**src/dctom_pkg.sv**
```systemverilog
// Package for the dual-channel torque-off monitor: timing, error classes, carriers.
// Assumes a 100 MHz system clock; no imports, every use is scoped.
package dctom_pkg;
  // Clock period in ns
  localparam int unsigned CLK_PERIOD_NS = 10;
  // Discrepancy window, one second in ms
  localparam int unsigned DISC_WINDOW_MS = 1000;
  // Window in cycles, longest time so rounded down
  localparam int unsigned DISC_WINDOW_CYC = (DISC_WINDOW_MS * 1000000) / CLK_PERIOD_NS;
  // Counter width
  localparam int unsigned CNT_W = 27;
  // Error class codes
  localparam logic [2:0] ERR_CLASS_NONE = 3'h0;
  localparam logic [2:0] ERR_CLASS_STOP = 3'h3;
  localparam logic [2:0] ERR_CLASS_DISC = 3'h4;
  // Reset values
  localparam logic [CNT_W-1:0] CNT_RST = 27'h000_0000;
  localparam logic [1:0] SYNC_RST = 2'h3;

  // Monitor states
  typedef enum logic [1:0] {
    DCTOM_RUN,
    DCTOM_WAIT_SECOND,
    DCTOM_BOTH_OFF,
    DCTOM_DISCREPANT
  } dctom_state_t;

  // Status carried to the drive
  typedef struct packed {
    logic power_stage_enable;
    logic torque_off_active;
    logic [2:0] error_class;
    logic fault_latched;
  } dctom_status_t;
endpackage

```
**src/dctom_monitor.sv**
```systemverilog
// Dual-channel torque-off monitor: watches two redundant inputs, gates the power stage,
// and grades the error class by whether the channels agree within one second.
// Assumes pins come straight from the connector; fault_clear from drive logic on sys_clk.
`timescale 1ns/1ns
module dctom_monitor #(
  // Discrepancy window in cycles; a bench may shorten it to reach expiry
  parameter int unsigned DISC_CYC = dctom_pkg::DISC_WINDOW_CYC
) (
  input wire logic sys_clk,
  input wire logic rst_n,
  input wire logic torque_off_input_a,
  input wire logic torque_off_input_b,
  input wire logic fault_clear,
  input wire logic power_stage_auto_enable,
  input wire logic drive_enable_req,
  output dctom_pkg::dctom_status_t status,
  output logic brake_active
);
  logic [1:0] pins_sync;
  logic ch_a_ok;
  logic ch_b_ok;
  logic any_off;
  logic all_off;
  logic all_ok;
  dctom_pkg::dctom_state_t state_ff;
  dctom_pkg::dctom_state_t nxt_state;
  logic [dctom_pkg::CNT_W-1:0] cnt_ff;
  logic [dctom_pkg::CNT_W-1:0] nxt_cnt;
  logic [2:0] class_ff;
  logic [2:0] nxt_class;
  logic enable_ff;
  logic nxt_enable;
  logic [dctom_pkg::CNT_W-1:0] wait_age_ff;
  logic [dctom_pkg::CNT_W-1:0] nxt_wait_age;

  // Last counter value inside the window, and the full window length
  localparam logic [dctom_pkg::CNT_W-1:0] WIN_LAST = dctom_pkg::CNT_W'(DISC_CYC - 1);
  localparam logic [dctom_pkg::CNT_W-1:0] WIN_LEN = dctom_pkg::CNT_W'(DISC_CYC);

  // Window end test, shared by the state logic and its checks
  function automatic logic window_done(input logic [dctom_pkg::CNT_W-1:0] cnt);
    return cnt >= WIN_LAST;
  endfunction

  // Pins cross into sys_clk domain through two flops
  dctom_sync u_sync (
    .sys_clk(sys_clk),
    .rst_n(rst_n),
    .pin_in({torque_off_input_b, torque_off_input_a}),
    .pin_sync(pins_sync)
  );

  // Positive logic: high permits operation, low requests removal
  assign ch_a_ok = pins_sync[0];
  assign ch_b_ok = pins_sync[1];
  assign any_off = !ch_a_ok || !ch_b_ok;
  assign all_off = !ch_a_ok && !ch_b_ok;
  assign all_ok = ch_a_ok && ch_b_ok;

  // Monitor state, discrepancy counter and error class
  always_comb begin
    nxt_state = state_ff;
    nxt_cnt = cnt_ff;
    nxt_class = class_ff;
    case (state_ff)
      dctom_pkg::DCTOM_RUN: begin
        nxt_cnt = dctom_pkg::CNT_RST;
        if (all_off) begin
          nxt_state = dctom_pkg::DCTOM_BOTH_OFF;
          nxt_class = dctom_pkg::ERR_CLASS_STOP;
        end else if (any_off) begin
          nxt_state = dctom_pkg::DCTOM_WAIT_SECOND;
          nxt_class = dctom_pkg::ERR_CLASS_STOP;
        end
      end
      dctom_pkg::DCTOM_WAIT_SECOND: begin
        if (all_off) begin
          nxt_state = dctom_pkg::DCTOM_BOTH_OFF;
        end else if (window_done(cnt_ff)) begin
          nxt_state = dctom_pkg::DCTOM_DISCREPANT;
          nxt_class = dctom_pkg::ERR_CLASS_DISC;
        end else begin
          nxt_cnt = cnt_ff + 27'h000_0001;
        end
      end
      dctom_pkg::DCTOM_BOTH_OFF, dctom_pkg::DCTOM_DISCREPANT: begin
        // Latched until both inputs high and an explicit clear
        if (all_ok && fault_clear) begin
          nxt_state = dctom_pkg::DCTOM_RUN;
          nxt_class = dctom_pkg::ERR_CLASS_NONE;
          nxt_cnt = dctom_pkg::CNT_RST;
        end
      end
      default: begin
        nxt_state = dctom_pkg::DCTOM_BOTH_OFF;
        nxt_class = dctom_pkg::ERR_CLASS_DISC;
      end
    endcase
  end

  // Power stage enable; dropped the cycle after any channel reads low
  always_comb begin
    nxt_enable = 1'b0;
    if (nxt_state == dctom_pkg::DCTOM_RUN && !any_off) begin
      nxt_enable = drive_enable_req && (enable_ff || power_stage_auto_enable);
    end
  end

  // Register state, counter, class and enable
  always_ff @(posedge sys_clk) begin
    if (!rst_n) begin
      state_ff <= dctom_pkg::DCTOM_RUN;
      cnt_ff <= dctom_pkg::CNT_RST;
      class_ff <= dctom_pkg::ERR_CLASS_NONE;
      enable_ff <= 1'b0;
    end else begin
      state_ff <= nxt_state;
      cnt_ff <= nxt_cnt;
      class_ff <= nxt_class;
      enable_ff <= nxt_enable;
    end
  end

  // Check-only age of the wait state, kept apart from the design counter
  always_comb begin
    nxt_wait_age = dctom_pkg::CNT_RST;
    if (state_ff == dctom_pkg::DCTOM_WAIT_SECOND) begin
      nxt_wait_age = wait_age_ff + 27'h000_0001;
    end
  end

  // Register the wait age
  always_ff @(posedge sys_clk) begin
    if (!rst_n) begin
      wait_age_ff <= dctom_pkg::CNT_RST;
    end else begin
      wait_age_ff <= nxt_wait_age;
    end
  end

  // Outputs from flops; no active braking at all
  assign status.power_stage_enable = enable_ff;
  assign status.torque_off_active = (state_ff != dctom_pkg::DCTOM_RUN);
  assign status.error_class = class_ff;
  assign status.fault_latched = (state_ff == dctom_pkg::DCTOM_BOTH_OFF) ||
                                (state_ff == dctom_pkg::DCTOM_DISCREPANT);
  assign brake_active = 1'b0;

  // Any low channel gives class 3 and a dead stage next cycle
  AST_STOP_CLASS3: assert property (@(posedge sys_clk) disable iff (!rst_n)
    (state_ff == dctom_pkg::DCTOM_RUN && any_off) |=>
      (class_ff == dctom_pkg::ERR_CLASS_STOP && !enable_ff))
    else $error("torque off did not give class 3 with stage off");

  // Second channel following keeps class 3
  AST_KEEP_CLASS3: assert property (@(posedge sys_clk) disable iff (!rst_n)
    (state_ff == dctom_pkg::DCTOM_WAIT_SECOND && all_off) |=>
      (class_ff == dctom_pkg::ERR_CLASS_STOP && state_ff == dctom_pkg::DCTOM_BOTH_OFF))
    else $error("class changed though second channel followed");

  // Window expiry raises class to 4
  AST_ESCALATE: assert property (@(posedge sys_clk) disable iff (!rst_n)
    (state_ff == dctom_pkg::DCTOM_WAIT_SECOND && !all_off && window_done(cnt_ff)) |=>
      (class_ff == dctom_pkg::ERR_CLASS_DISC))
    else $error("discrepancy did not escalate to class 4");

  // No escalation before the window ends
  AST_NO_EARLY: assert property (@(posedge sys_clk) disable iff (!rst_n)
    $rose(class_ff == dctom_pkg::ERR_CLASS_DISC) |->
      $past(cnt_ff) == WIN_LAST)
    else $error("class 4 raised before one second");

  // Low pin reaches stage within synchroniser plus one register
  AST_PIN_TO_STAGE: assert property (@(posedge sys_clk) disable iff (!rst_n)
    (!torque_off_input_a || !torque_off_input_b) |-> ##3 !enable_ff)
    else $error("low pin did not drop power stage");

  // Never brake, never enable while torque off
  AST_COAST: assert property (@(posedge sys_clk) disable iff (!rst_n)
    !brake_active && !(enable_ff && status.torque_off_active))
    else $error("torque or braking during torque off");

  // Latched until inputs high and clear
  AST_LATCH: assert property (@(posedge sys_clk) disable iff (!rst_n)
    (status.fault_latched && !(all_ok && fault_clear)) |=>
      (status.fault_latched && $stable(class_ff) && !enable_ff))
    else $error("fault released without clear");

  // Clear with both high returns to run with class cleared
  AST_CLEAR: assert property (@(posedge sys_clk) disable iff (!rst_n)
    (status.fault_latched && all_ok && fault_clear) |=>
      (state_ff == dctom_pkg::DCTOM_RUN && class_ff == dctom_pkg::ERR_CLASS_NONE))
    else $error("clear did not release fault");

  // Both channels low together go straight to the both-off state
  AST_BOTH_DIRECT: assert property (@(posedge sys_clk) disable iff (!rst_n)
    (state_ff == dctom_pkg::DCTOM_RUN && all_off) |=>
      (state_ff == dctom_pkg::DCTOM_BOTH_OFF && class_ff == dctom_pkg::ERR_CLASS_STOP))
    else $error("both channels low did not give class 3");

  // Class agrees with state: none only in run, 4 only when discrepant
  AST_CLASS_STATE: assert property (@(posedge sys_clk) disable iff (!rst_n)
    ((class_ff == dctom_pkg::ERR_CLASS_NONE) == (state_ff == dctom_pkg::DCTOM_RUN)) &&
    ((class_ff == dctom_pkg::ERR_CLASS_DISC) == (state_ff == dctom_pkg::DCTOM_DISCREPANT)))
    else $error("error class out of step with state");

  // Counter steps by one and class stays 3 while the window is open
  AST_WINDOW_COUNT: assert property (@(posedge sys_clk) disable iff (!rst_n)
    (state_ff == dctom_pkg::DCTOM_WAIT_SECOND && !all_off && !window_done(cnt_ff)) |=>
      (state_ff == dctom_pkg::DCTOM_WAIT_SECOND && class_ff == dctom_pkg::ERR_CLASS_STOP &&
       cnt_ff == $past(cnt_ff) + 27'h000_0001))
    else $error("window count or class wrong while waiting");

  // Class 4 comes exactly one full window after the wait began
  AST_WINDOW_LEN: assert property (@(posedge sys_clk) disable iff (!rst_n)
    $rose(class_ff == dctom_pkg::ERR_CLASS_DISC) |-> (wait_age_ff == WIN_LEN))
    else $error("class 4 not one window after first channel");

  // Stage comes up only on request with auto enable and both channels high
  AST_ENABLE_RISE: assert property (@(posedge sys_clk) disable iff (!rst_n)
    $rose(enable_ff) |->
      ($past(drive_enable_req) && $past(power_stage_auto_enable) && $past(all_ok)))
    else $error("power stage enabled without request or with a channel low");
endmodule

```
**src/dctom_sync.sv**
```systemverilog
// Two-flop synchroniser for the two torque-off pins.
// Assumes asynchronous pin levels; reset value is the high (operate) level.
`timescale 1ns/1ns
module dctom_sync (
  input wire logic sys_clk,
  input wire logic rst_n,
  input wire logic [1:0] pin_in,
  output logic [1:0] pin_sync
);
  logic [1:0] stage1_ff;
  logic [1:0] stage2_ff;
  logic [1:0] nxt_stage1;
  logic [1:0] nxt_stage2;

  // Next values of the chain
  always_comb begin
    nxt_stage1 = pin_in;
    nxt_stage2 = stage1_ff;
  end

  // Register stage, synchronous reset
  always_ff @(posedge sys_clk) begin
    if (!rst_n) begin
      stage1_ff <= dctom_pkg::SYNC_RST;
      stage2_ff <= dctom_pkg::SYNC_RST;
    end else begin
      stage1_ff <= nxt_stage1;
      stage2_ff <= nxt_stage2;
    end
  end

  assign pin_sync = stage2_ff;
endmodule

```
**config.mk**
```make
export PLATFORM = sky130hd
export DESIGN_NAME = dctom_monitor
export DESIGN_NICKNAME = d
export VERILOG_FILES = /design/src/dctom_pkg.sv /design/src/dctom_monitor.sv /design/src/dctom_sync.sv
export SDC_FILE = /design/constraint.sdc
export NUM_CORES = 1
export LEC_CHECK = 0
export BUFFER_PORTS_ARGS = -buffer_cell sky130_fd_sc_hd__clkbuf_2
export CAP_MARGIN = 20
export CORE_MARGIN = 2
export CORE_UTILIZATION = 53
export DETAILED_ROUTE_END_ITERATION = 8
export PLACE_DENSITY_LB_ADDON = 0.1
export SKIP_LAST_GASP = 1
export SYNTH_ARGS = -nofsm -noshare
export SYNTH_HDL_FRONTEND = slang
export SYNTH_SLANG_ARGS = --single-unit
```
**constraint.sdc**
```tcl
create_clock -name sys_clk -period 1.96 [get_ports sys_clk]
set_input_delay 0.098 -clock sys_clk [delete_from_list [all_inputs] [get_ports sys_clk]]
set_output_delay 0.098 -clock sys_clk [all_outputs]
set_load 0.03 [all_outputs]
```
Word-level counts from Yosys, hierarchy flattened. Index checks and enable logic that the tools add are counted. W data, S select, Z words.

Register bits: 37. Input port bits: 7. Output and inout bits: 7. Logic and storage cells: 50.

Add/sub/neg operators: 1. Magnitude comparators: 1. Equal/unequal tests: 8. Mux-type cells: 16. Reductions and logical operators: 18.

Operators by type and width (number): $mux W27 (3); $pmux W27 S3 (1); $add A27 B1 Y27 const B (1); $ge A27 B27 Y1 const B (1); $mux W3 (5); $mux W2 (5); $pmux W3 S3 (1); $ne A2 B2 Y1 const B (4); $pmux W2 S3 (1); $logic_and A1 B1 Y1 (5); $eq A2 B2 Y1 const B (2); $logic_not A2 Y1 (2); $reduce_and A4 Y1 (1); $logic_not A1 Y1 (3); $logic_or A1 B1 Y1 (3); $ne A3 B3 Y1 const B (1); $reduce_and A3 Y1 (1); $eq A2 B1 Y1 const B (1); $reduce_and A2 Y1 (1); $reduce_bool A2 Y1 (1); $reduce_or A2 Y1 (1).

Longest topological paths before layout. Gate-level depths: netlist of the first run.

Word-level depth: 8. Gate-level depth with buffers: 9. Gate-level depth less buffers: 7.

Cells and area by module. Synthesis of the first run repeated with hierarchy kept, for this count alone.

Cells, all modules: 227. Area, all modules: 1918.1 µm².

By module, submodules not included: dctom_monitor (times used 1, cells an instance 219, area an instance 1813.0 µm², sequential area each 640.6 µm²); dctom_sync (times used 1, cells an instance 8, area an instance 105.1 µm², sequential area each 80.1 µm²).

Worst setup path before layout of the first run. No wires, ideal clock.

Kind: flip-flop to flip-flop. Start: register cnt_ff[0] in the netlist's numbering. End: register cnt_ff[20] in the netlist's numbering. Data arrival time: 1.798 ns. Required time: 1.890 ns. Path slack: 0.092 ns. Cell stages (with the launch flop): 8. Buffers on the path: 0. Period minus slack after synthesis: 1.868 ns. Path through: dfxtp_1 > ha_1 > a21oi_1 > o31ai_1 > a41oi_2 > o2111ai_2 > or4_1 > a21oi_1.

Longest elaborated chain between the ends: 4.

Ends and longest elaborated chain: start, declared (RTL line dctom_monitor.sv:27) `logic [dctom_pkg::CNT_W-1:0] cnt_ff;`; start signal, assigned (RTL line dctom_monitor.sv:113) `cnt_ff <= dctom_pkg::CNT_RST;`; start signal, assigned (RTL line dctom_monitor.sv:118) `cnt_ff <= nxt_cnt;`; $add A27 B1 Y27 (RTL line dctom_monitor.sv:83) `nxt_cnt = cnt_ff + 27'h000_0001;`; $mux W27 (RTL line dctom_monitor.sv:79) `end else if (window_done(cnt_ff)) begin`; $mux W27 (RTL line dctom_monitor.sv:77) `if (all_off) begin`; $pmux W27 S3 (RTL line dctom_monitor.sv:65) `case (state_ff)`.

Parallel ways exist; a longest one is shown, timed or not. The select of a mux whose other input is x is not followed. A chain may end at the register's enable or synchronous reset.

Final worst setup path of the first run.
Start: register state_ff[1]. End: register cnt_ff[21] in the netlist's numbering.

Longest elaborated chain between the ends: 4.

Ends and longest elaborated chain: start, declared (RTL line dctom_monitor.sv:25) `dctom_pkg::dctom_state_t state_ff;`; start signal, assigned (RTL line dctom_monitor.sv:112) `state_ff <= dctom_pkg::DCTOM_RUN;`; start signal, assigned (RTL line dctom_monitor.sv:117) `state_ff <= nxt_state;`; $eq A2 B2 Y1 (RTL line dctom_monitor.sv:65); $reduce_or A2 Y1 (RTL line dctom_monitor.sv:65); $ne A2 B2 Y1 (no line); $reduce_and A3 Y1 (no line).

Parallel ways exist; a longest one is shown, timed or not.

==> results of run 1 <==
[report_power, final]
group          leakage, nW  internal [W]  switching, W
combinational        0.683     0.0000459     0.0000734
clock               0.0380      0.000171      0.000264
sequential           0.296      0.000737    0.00000776
[critical path, stage by stage, from the launching register on]
cell and delay, ns:
dfxtp_4 0.39, buf_4 0.16, nor2b_4 0.13, a2111oi_2 0.07, a41oi_2 0.30, buf_4 0.21
o21ai_4 0.09, buf_6 0.14, or3_1 0.36, a21oi_1 0.17
[kinds of logic (layout without fill, tap and decap cells)]
family                   count (synthesis)  after routing  share of synthesized area (%)
AO/OA/AOI/OAI                           59             60                           21.7
multiplexers                             1              1                          0.525
other                                    1              1                          0.197
flip-flops                              36             36                           37.8
buffers and inverters                   17             79                           5.78
AND/OR/NAND/NOR                        111            111                           32.0
adder cells (fa/ha/maj)                  1              1                          0.656
XOR/XNOR                                 3              3                           1.38
[cell usage in the layout (no fill, tap or decap), types with 4 or more instances in the layout]
cell type  instances
buf_4             42
nor2_1            10
nand4_1           10
inv_1              4
nand2b_1           5
or3_1             10
nand3_1            8
dfxtp_1           28
o211ai_1           5
o21ai_0            5
o21ai_4            5
clkbuf_2          12
or4_1              7
buf_6              8
a21oi_2            8
dfxtp_2            5
a21oi_1            8
clkbuf_4           5
nand2_1           28
o21ai_2            5
[cells in the mapped netlist (5+ instances only)]
master / instances
nand3_1: 10
o21ai_0: 10
o21ai_2: 5
nand4_1: 10
or4_1: 8
clkbuf_1: 6
or3_1: 12
o211ai_1: 5
nand2_1: 31
dfxtp_1: 36
a21oi_1: 16
nand2b_1: 5
nor2_1: 14
[final cells by class]
type                       count  area [um2]
clock buffer                   6        51.3
fill                         206         636
sequential                    36         738
timing repair buffer          67         541
multi-input combinational    177        1340
clock inverter                 2        10.0
tap                           46        57.6
inverter                       4        15.0
[final timing paths]
kind	startpoint	end	slack, ns	cells past startpoint
max	state_ff[1]	cnt_ff[21]	-0.12	9
min	rst_n	u_sync.pin_sync[0]	0.07	2
max reg2reg	state_ff[1]	cnt_ff[21]	-0.12	9
min reg2reg	u_sync.nxt_stage2[0]	u_sync.pin_sync[0]	0.41	1
[what timing repair did]
item / in CTS / in global routing
gates cloned: 2 / 0
setup buffers: 4 / 6
pin swaps: 9 / 38
gates resized for setup: 21 / 56
hold buffers: 3 / 0
endpoints found under the setup margin: 22 / 27
endpoints found under the hold margin: 3 / 0
[metrics by stage]
step	util [%]	total power, W	instances
after global routing	81.2	0.00135	338
after floorplan	-	0.000826	229
after global placement	66.3	0.000858	315
after detailed placement	66.3	0.000862	315
final	81.2	0.00130	338
after CTS	73.5	0.00130	332
[metal layers]
| layer | part of all wire, % | track usage [%] | vias to the layer above |
|---|---|---|---|
| li1 | - | - | 979 |
| met1 | 40 | 32.5 | 989 |
| met2 | 52 | 47.9 | 79 |
| met3 | 4.0 | 5.11 | 24 |
| met4 | 3.6 | 12.8 | 0 |
| met5 | 0 | 0 | - |
[flip-flops by register name, summed over array words and instances (netlist names)]
register           count
enable_ff              1
u_sync.nxt_stage2      2
u_sync.pin_sync        2
cnt_ff                27
class_ff               2
state_ff               2
==> flow_summary.toml, run 1 <==
[status]
status = "finished with violations"
failed_checks = "setup timing"

[place]
dp_hpwl_mm = 3.56
dp_slack_ns = -0.111
place.gp.congestion = 0.983
portBuffers = 12
place_area_um2 = 2250

[cts]
clk_latency_ns = 0.36
path_clk_slew_ns = 0.12
clock-sinks = 36
cts_buffer_depth = 2
root_buffer = "clkbuf_4"
numCtsBuffers = 5
cts_tree = "yes"
htreeDepth = 2

[logic_synthesis]
yosys.area.top_type = "dfxtp_1"
synth_cell_types = 47
synth.avg_cell_area_um2 = 8.32
synth_top_area_share_pct = 37.8
synth-edff-count = 0
synthFlopType = "dfxtp_1"
syn_inst = 229
yosysWarnings = 0
async_flop_share_pct = 0
syn_area_um2 = 1910
synth_area_leaders = "dfxtp_1 (38%), nand2_1 (6.1%), a21oi_1 (4.2%)"
synthesis.nets = 237
ys_ff_latch = 36
ys_seq_area_share_pct = 37.8

[floorplan]
initial_utilization_pct = 56.2
die-height_um = 64.0
coreArea_um2 = 3390
dieArea_um2 = 4090
io_pins = 14
num_rows = 21
die-width_um = 64.0

[worst_setup_path]
cp-end-kind = "flip-flop"
critPathRequiredTime_ns = 2.25
critPathLaunchType = "flip-flop"
crit_type = "flip-flop to flip-flop"
cp_max_fo = 6
arrival_ns = 2.36

[drt]
viasPerCell = 6.13
ant_nets = 0
drc = 0
wl_per_cell_um = 17.3
wirelength_mm = 5.86
drtPass1Iterations = 5
drt_iter0_markers = 153
num_vias = 2071

[global_routing]
grt_max_degree = 15
grt_first_pass_wirelength_mm = 8.99
grt_overflow = 0
antenna_found_initial = 0
grt.total_usage_pct = 27.5
grt_pass1_vias = 1982

[sta]
final_max_slew_viol_count = 0
finalClockSkew_ns = 0.0143
rsz0062_at_grt = "true"
worst_slack_ns = -0.116
period_share_pct = 106
hold_viol_final = 0
setup-violations-final = 22
fmax_mhz = 482
setup_tns_ns = -1.29
fin_hold_ws_ns = 0.0716
post-route-min-period_ns = 2.08

[finish]
syn_to_final_growth_pct = 44.5
stdcell_area_um2 = 2750
drive_gt1_share_pct = 44.2
nets = 299
antenna_cells = 0

[power_and_ir_drop]
power_density_nw_per_um2 = 472
p_leak_nw = 1.02
ir_worst_vdd_v = 0.000427

[min_path]
hp-class = "input port to flip-flop"

[job]
drv_cap = 0
(Power assumes the default switching activity.)
==> run 2: changes to the inputs <==
--- a/config.mk
+++ b/config.mk
@@ -5,11 +5,11 @@
 export SDC_FILE = /design/constraint.sdc
 export NUM_CORES = 1
 export LEC_CHECK = 0
-export BUFFER_PORTS_ARGS = -buffer_cell sky130_fd_sc_hd__clkbuf_2
 export CAP_MARGIN = 20
 export CORE_MARGIN = 2
-export CORE_UTILIZATION = 53
+export CORE_UTILIZATION = 56
 export DETAILED_ROUTE_END_ITERATION = 8
+export DONT_BUFFER_PORTS = 1
 export PLACE_DENSITY_LB_ADDON = 0.1
 export SKIP_LAST_GASP = 1
 export SYNTH_ARGS = -nofsm -noshare
==> flow_summary.toml, run 2 (same netlist as run 1, synthesis figures left out) <==
[finish]
syn_to_final_growth_pct = 27.7
drive_gt1_share_pct = 32.8
layout_common_cells = "nand2_1 (30), buf_4 (28), dfxtp_1 (27)"
largest_reg_flops = 27
largest_register = "cnt_ff"
antenna_cells = 0
nets = 272
mostFrequentLayoutCell = "nand2_1"

[cts]
root_buffer = "clkbuf_4"
clk_latency_ns = 0.34
clock-sinks = 36
path_clk_slew_ns = 0.10
htreeDepth = 2
numCtsBuffers = 5
cts_tree = "yes"
cts_buffer_depth = 2

[status]
failed_checks = "setup timing"
status = "finished with violations"

[worst_setup_path]
critical_path.slowest_cell = "or4_4"
critPathRequiredTime_ns = 2.24
cp-end-kind = "flip-flop"
critPathLaunchType = "flip-flop"
crit_type = "flip-flop to flip-flop"
arrival_ns = 2.31
cp_cell_sequence = "ha_4 -> a21oi_4 -> o31ai_4 -> a41oi_4 -> o2111ai_4 -> buf_6 -> or4_4 -> a21oi_2"
cp_max_fo = 5
critPathMaxStageDelay_ns = 0.41

[sta]
period_share_pct = 104
hold_viol_final = 0
rsz0062_at_grt = "true"
fin_hold_ws_ns = 0.0269
finalClockSkew_ns = 0.00534
setup-violations-final = 8
final_max_slew_viol_count = 0
worst_slack_ns = -0.0734
fmax_mhz = 492
post-route-min-period_ns = 2.03

[drt]
wirelength_mm = 5.05
drc = 0
drt_iter0_markers = 115
wl_per_cell_um = 16.4
ant_nets = 0
drtPass1Iterations = 4
num_vias = 1833
viasPerCell = 5.95

[power_and_ir_drop]
switching_share_pct = 25.5
p_leak_nw = 0.834
ir_worst_vdd_v = 0.000398
switching_power_w = 0.000306
seqPwrFrac_pct = 62.2
power.internal_w = 0.000892
power_frac_clock_pct = 29.6
power_density_nw_per_um2 = 493
p_comb_share_pct = 8.2

[global_routing]
grt_pass1_vias = 1815
grt_max_degree = 13
antenna_found_initial = 0
grt_first_pass_wirelength_mm = 7.94
grt.total_usage_pct = 25.7
grt_overflow = 0

[floorplan]
io_pins = 14
die-height_um = 62.3
dieArea_um2 = 3890
coreArea_um2 = 3310
initial_utilization_pct = 57.6
num_rows = 21
die-width_um = 62.3

[job]
drv_cap = 0

[place]
dp_slack_ns = -0.123
dp_hpwl_mm = 3.26
place.gp.congestion = 0.855
portBuffers = 0

[min_path]
hp-class = "input port to flip-flop"
==> run 2: changes by cell type in the layout (fill, tap and decap cells not counted), sizes merged <==
cell and change:
o21ai -1, dlygate4sd3 +2, buf -15, clkinv -2, clkbuf -14
==> run 2: worst max-delay path: cells and delay by family, from the launching register on <==
| kind | cells | cell delay, ns |
|---|---|---|
| adders and majority gates | 1 | 0.17 |
| AOI/OAI and AO/OA | 5 | 0.87 |
| buffers and inverters | 1 | 0.17 |
| DFF | 1 | 0.35 |
| and+or+nand+nor | 1 | 0.41 |
==> run 2: power groups by stage <==
stage	Sequential [W]	Combinational, W	Clock, W
6_report	0.000746	0.0000982	0.000354
3_5_place_dp	0.000765	0.0000776	0
5_1_grt	0.000747	0.000107	0.000387
2_1_floorplan	0.000767	0.0000590	0
3_3_place_gp	0.000765	0.0000741	0
4_1_cts	0.000748	0.0000890	0.000357
==> run 2: final timing paths <==
check | from | end | slack (ns) | cells past startpoint
setup / recovery | cnt_ff[1] | cnt_ff[20] | -0.07 | 8
hold / removal | rst_n | class_ff[2] | 0.03 | 3
setup reg to reg | cnt_ff[1] | cnt_ff[20] | -0.07 | 8
hold reg to reg | u_sync.nxt_stage2[1] | u_sync.pin_sync[1] | 0.44 | 1
==> run 2: per-layer routing <==
metal	GRT usage, %	part of all wire [%]	vias up
met5	0	0	-
met1	28.6	41	885
met2	49.0	55	28
met3	4.35	3.1	9
li1	-	-	911
met4	8.61	1.5	0
==> run 2: final cells by class <==
class                           instances  area [um2]
Clock buffer                            5        37.5
Multi-Input combinational cell        176        1250
Inverter                                4        15.0
Tap cell                               46        57.6
Fill cell                             267         877
Sequential cell                        36         739
Timing Repair Buffer                   41         338
==> run 2: stage by stage <==
| step | utilization (%) | total power, W | setup TNS [ns] | cells | instance area (um2) |
|---|---|---|---|---|---|
| 2_1_floorplan | - | 0.000826 | 0 | 229 | 1910 |
| 3_3_place_gp | 62.8 | 0.000839 | 0 | 290 | 2080 |
| 3_5_place_dp | 62.8 | 0.000843 | -0.428 | 290 | 2080 |
| 4_1_cts | 67.0 | 0.00119 | -0.326 | 302 | 2220 |
| 5_1_grt | 73.5 | 0.00124 | -1.96 | 308 | 2430 |
| 6_report | 73.5 | 0.00120 | -0.261 | 308 | 2430 |
==> run 2: what timing repair did <==
item,4_1_cts,5_1_grt
gates cloned,1,1
hold buffers,5,0
endpoints found under the hold margin,11,0
gates resized for setup,10,42
setup buffers,1,5
setup endpoints to repair,19,30
pin swaps,3,25
==> run 3: changes to the inputs <==
--- a/config.mk
+++ b/config.mk
@@ -10,8 +10,10 @@
 export CORE_UTILIZATION = 56
 export DETAILED_ROUTE_END_ITERATION = 8
 export DONT_BUFFER_PORTS = 1
+export GPL_TIMING_DRIVEN = 0
 export PLACE_DENSITY_LB_ADDON = 0.1
 export SKIP_LAST_GASP = 1
 export SYNTH_ARGS = -nofsm -noshare
 export SYNTH_HDL_FRONTEND = slang
+export SYNTH_HIERARCHICAL = 1
 export SYNTH_SLANG_ARGS = --single-unit
==> constraint.sdc (replaced) <==
create_clock -name sys_clk -period 1.96 [get_ports sys_clk]
set_input_delay 0.49 -clock sys_clk [delete_from_list [all_inputs] [get_ports sys_clk]]
set_output_delay 0.49 -clock sys_clk [all_outputs]
set_load 0.03 [all_outputs]
==> flow_summary.toml, run 3 <==
[cts]
root_buffer = "clkbuf_4"
numCtsBuffers = 5
htreeDepth = 2
cts_tree = "yes"
clk_latency_ns = 0.36
ctsHoldBuffers = 0
cts_buffer_depth = 2
path_clk_slew_ns = 0.11
clock-sinks = 36

[sta]
setup_tns_ns = -3.51
tightest_slew_ns = 0.521
finalClockSkew_ns = 0.0136
period_share_pct = 111
rsz0062_at_grt = "true"
hold_viol_final = 0
setup-violations-final = 28
worst_slack_ns = -0.211
final_max_slew_viol_count = 0
fmax_mhz = 461
post-route-min-period_ns = 2.17
slew_headroom_pct = 65.0

[power_and_ir_drop]
power_density_nw_per_um2 = 499
power_frac_clock_pct = 34.3
p_leak_nw = 0.906
switching_power_w = 0.000328
switching_share_pct = 25.8
p_comb_share_pct = 6.5
ir_worst_vdd_v = 0.000355
power.internal_w = 0.000944
seqPwrFrac_pct = 59.2

[worst_setup_path]
cp_max_fo = 8
rrSetupSlack_ns = -0.21
reg2reg_to = "cnt_ff[5]"
critical_path.slowest_cell = "or4_4"
cp_cell_sequence = "or2_4 -> a211oi_4 -> o31ai_4 -> o31a_4 -> buf_6 -> or4_4 -> nand2_2"
critPathMaxStageDelay_ns = 0.48
arrival_ns = 2.46
critPathLaunchType = "flip-flop"
path_buf_inv = 1
cp-end-kind = "flip-flop"
reg2reg_from = "cnt_ff[12]"
reg2reg_depth = 7
cp_top_family = "simple AND/OR/NAND/NOR gates"
crit_type = "flip-flop to flip-flop"
critPathRequiredTime_ns = 2.25

[logic_synthesis]
synthesis.nets = 235
syn_area_um2 = 1920
yosys.area.top_type = "dfxtp_1"
syn_inst = 227
async_flop_share_pct = 0
synth-edff-count = 0
synth_area_leaders = "dfxtp_1 (38%), a21oi_1 (6.0%), or3_1 (4.9%)"
synth_cell_types = 51
ys_ff_latch = 36
yosysWarnings = 6
synth.avg_cell_area_um2 = 8.45
ys_seq_area_share_pct = 37.6
synthFlopType = "dfxtp_1"
synth_top_area_share_pct = 37.6
synth_common_cells = "dfxtp_1 (36), a21oi_1 (23), nand2_1 (15), or3_1 (15)"
synth.most_common_cell = "dfxtp_1"

[floorplan]
dieArea_um2 = 3910
io_pins = 14
die-width_um = 62.5
coreArea_um2 = 3310
die-height_um = 62.5
num_rows = 21
initial_utilization_pct = 57.9

[min_path]
whs_endpoint = "u_sync/nxt_stage2[1]"
hold_depth = 1
hp-class = "input port to flip-flop"
hp-start = "rst_n"

[place]
placed_cells = 273
dp_slack_ns = -0.256
portBuffers = 0
place.gp.congestion = 0.863
dp_hpwl_mm = 3.29

[finish]
drive_gt1_share_pct = 40.9
antenna_cells = 0
mostFrequentLayoutCell = "buf_4"
multi_input_area_um2 = 1290
syn_to_final_growth_pct = 33.0
n_fill_cell = 236
largest_reg_flops = 27
register_area_um2 = 751
nets = 271
final_cells = 310
layout_common_cells = "buf_4 (27), dfxtp_1 (20), nand4_1 (14), a21oi_1 (14), nand3_1 (13)"
largest_register = "cnt_ff"

[global_routing]
antenna_found_initial = 0
grt_overflow = 0
grt.total_usage_pct = 28.3
grt_max_degree = 11
grt_first_pass_wirelength_mm = 8.63
grt_pass1_vias = 1838

[job]
drv_cap = 0

[drt]
drc = 0
ant_nets = 0
drt_iter0_markers = 257
wirelength_mm = 5.88
wl_per_cell_um = 19.0
num_vias = 2011
viasPerCell = 6.49
drtPass1Iterations = 4

[status]
status = "finished with violations"
failed_checks = "setup timing"
-- run 3: what timing repair did --
action | 4_1_cts | 5_1_grt
pin swaps | 29 | 22
cloned | 3 | 0
buffers inserted | 16 | 11
resized for setup | 43 | 43
endpoints found under the setup margin | 31 | 31
-- run 3: worst max path at each step --
stage	startpoint	end	slack (ns)	depth (start not counted)
detailed placement	state_ff[1]	cnt_ff[3]	-0.26	6
floorplan	cnt_ff[0]	cnt_ff[12]	0.02	7
CTS	cnt_ff[1]	cnt_ff[15]	-0.1	9
global route	cnt_ff[12]	cnt_ff[4]	-0.25	7
global placement	cnt_ff[3]	cnt_ff[25]	-0.19	7
finish	cnt_ff[12]	cnt_ff[5]	-0.21	7
-- run 3: cell families after synthesis --
group                    synth area share, %
XOR/XNOR                               0.457
flip-flops                              37.6
buffers and inverters                   5.74
other                                  0.196
adder cells (fa/ha/maj)                0.652
multiplexers                           0.522
AND/OR/NAND/NOR                         33.3
AO/OA/AOI/OAI                           21.5
-- run 3: cell type report --
cell class	instances	share of cell area [%]
clock buffers	8	2.31
plain buffers	17	5.05
inverters	2	0.294
repair buffers	29	9.91
well taps	46	2.26
flip-flops and latches	36	29.4
multi-input cells	172	50.8
-- run 3: through the flow --
stage	hold slack (ns)	utilization (%)	area [um2]	total power, W
floorplan	0.386	-	1920	0.000830
global placement	0.397	59.7	1980	0.000843
detailed placement	0.407	59.7	1980	0.000844
CTS	0.213	71.1	2350	0.00126
global route	0.205	77.1	2550	0.00131
finish	0.210	77.1	2550	0.00127
-- run 3: power groups by stage --
stage,registers [W],clock network (W),logic (W)
floorplan,0.000771,0,0.0000588
global placement,0.000774,0,0.0000687
detailed placement,0.000775,0,0.0000695
CTS,0.000754,0.000431,0.0000769
global route,0.000754,0.000465,0.0000899
finish,0.000753,0.000436,0.0000828
-- run 3: per-layer routing --
layer | global-route usage (%) | vias up | share of wire [%]
met5 | 0 | - | 0
li1 | - | 933 | -
met3 | 5.95 | 20 | 6.4
met4 | 11.9 | 0 | 3.8
met2 | 52.2 | 86 | 51
met1 | 31.1 | 972 | 38
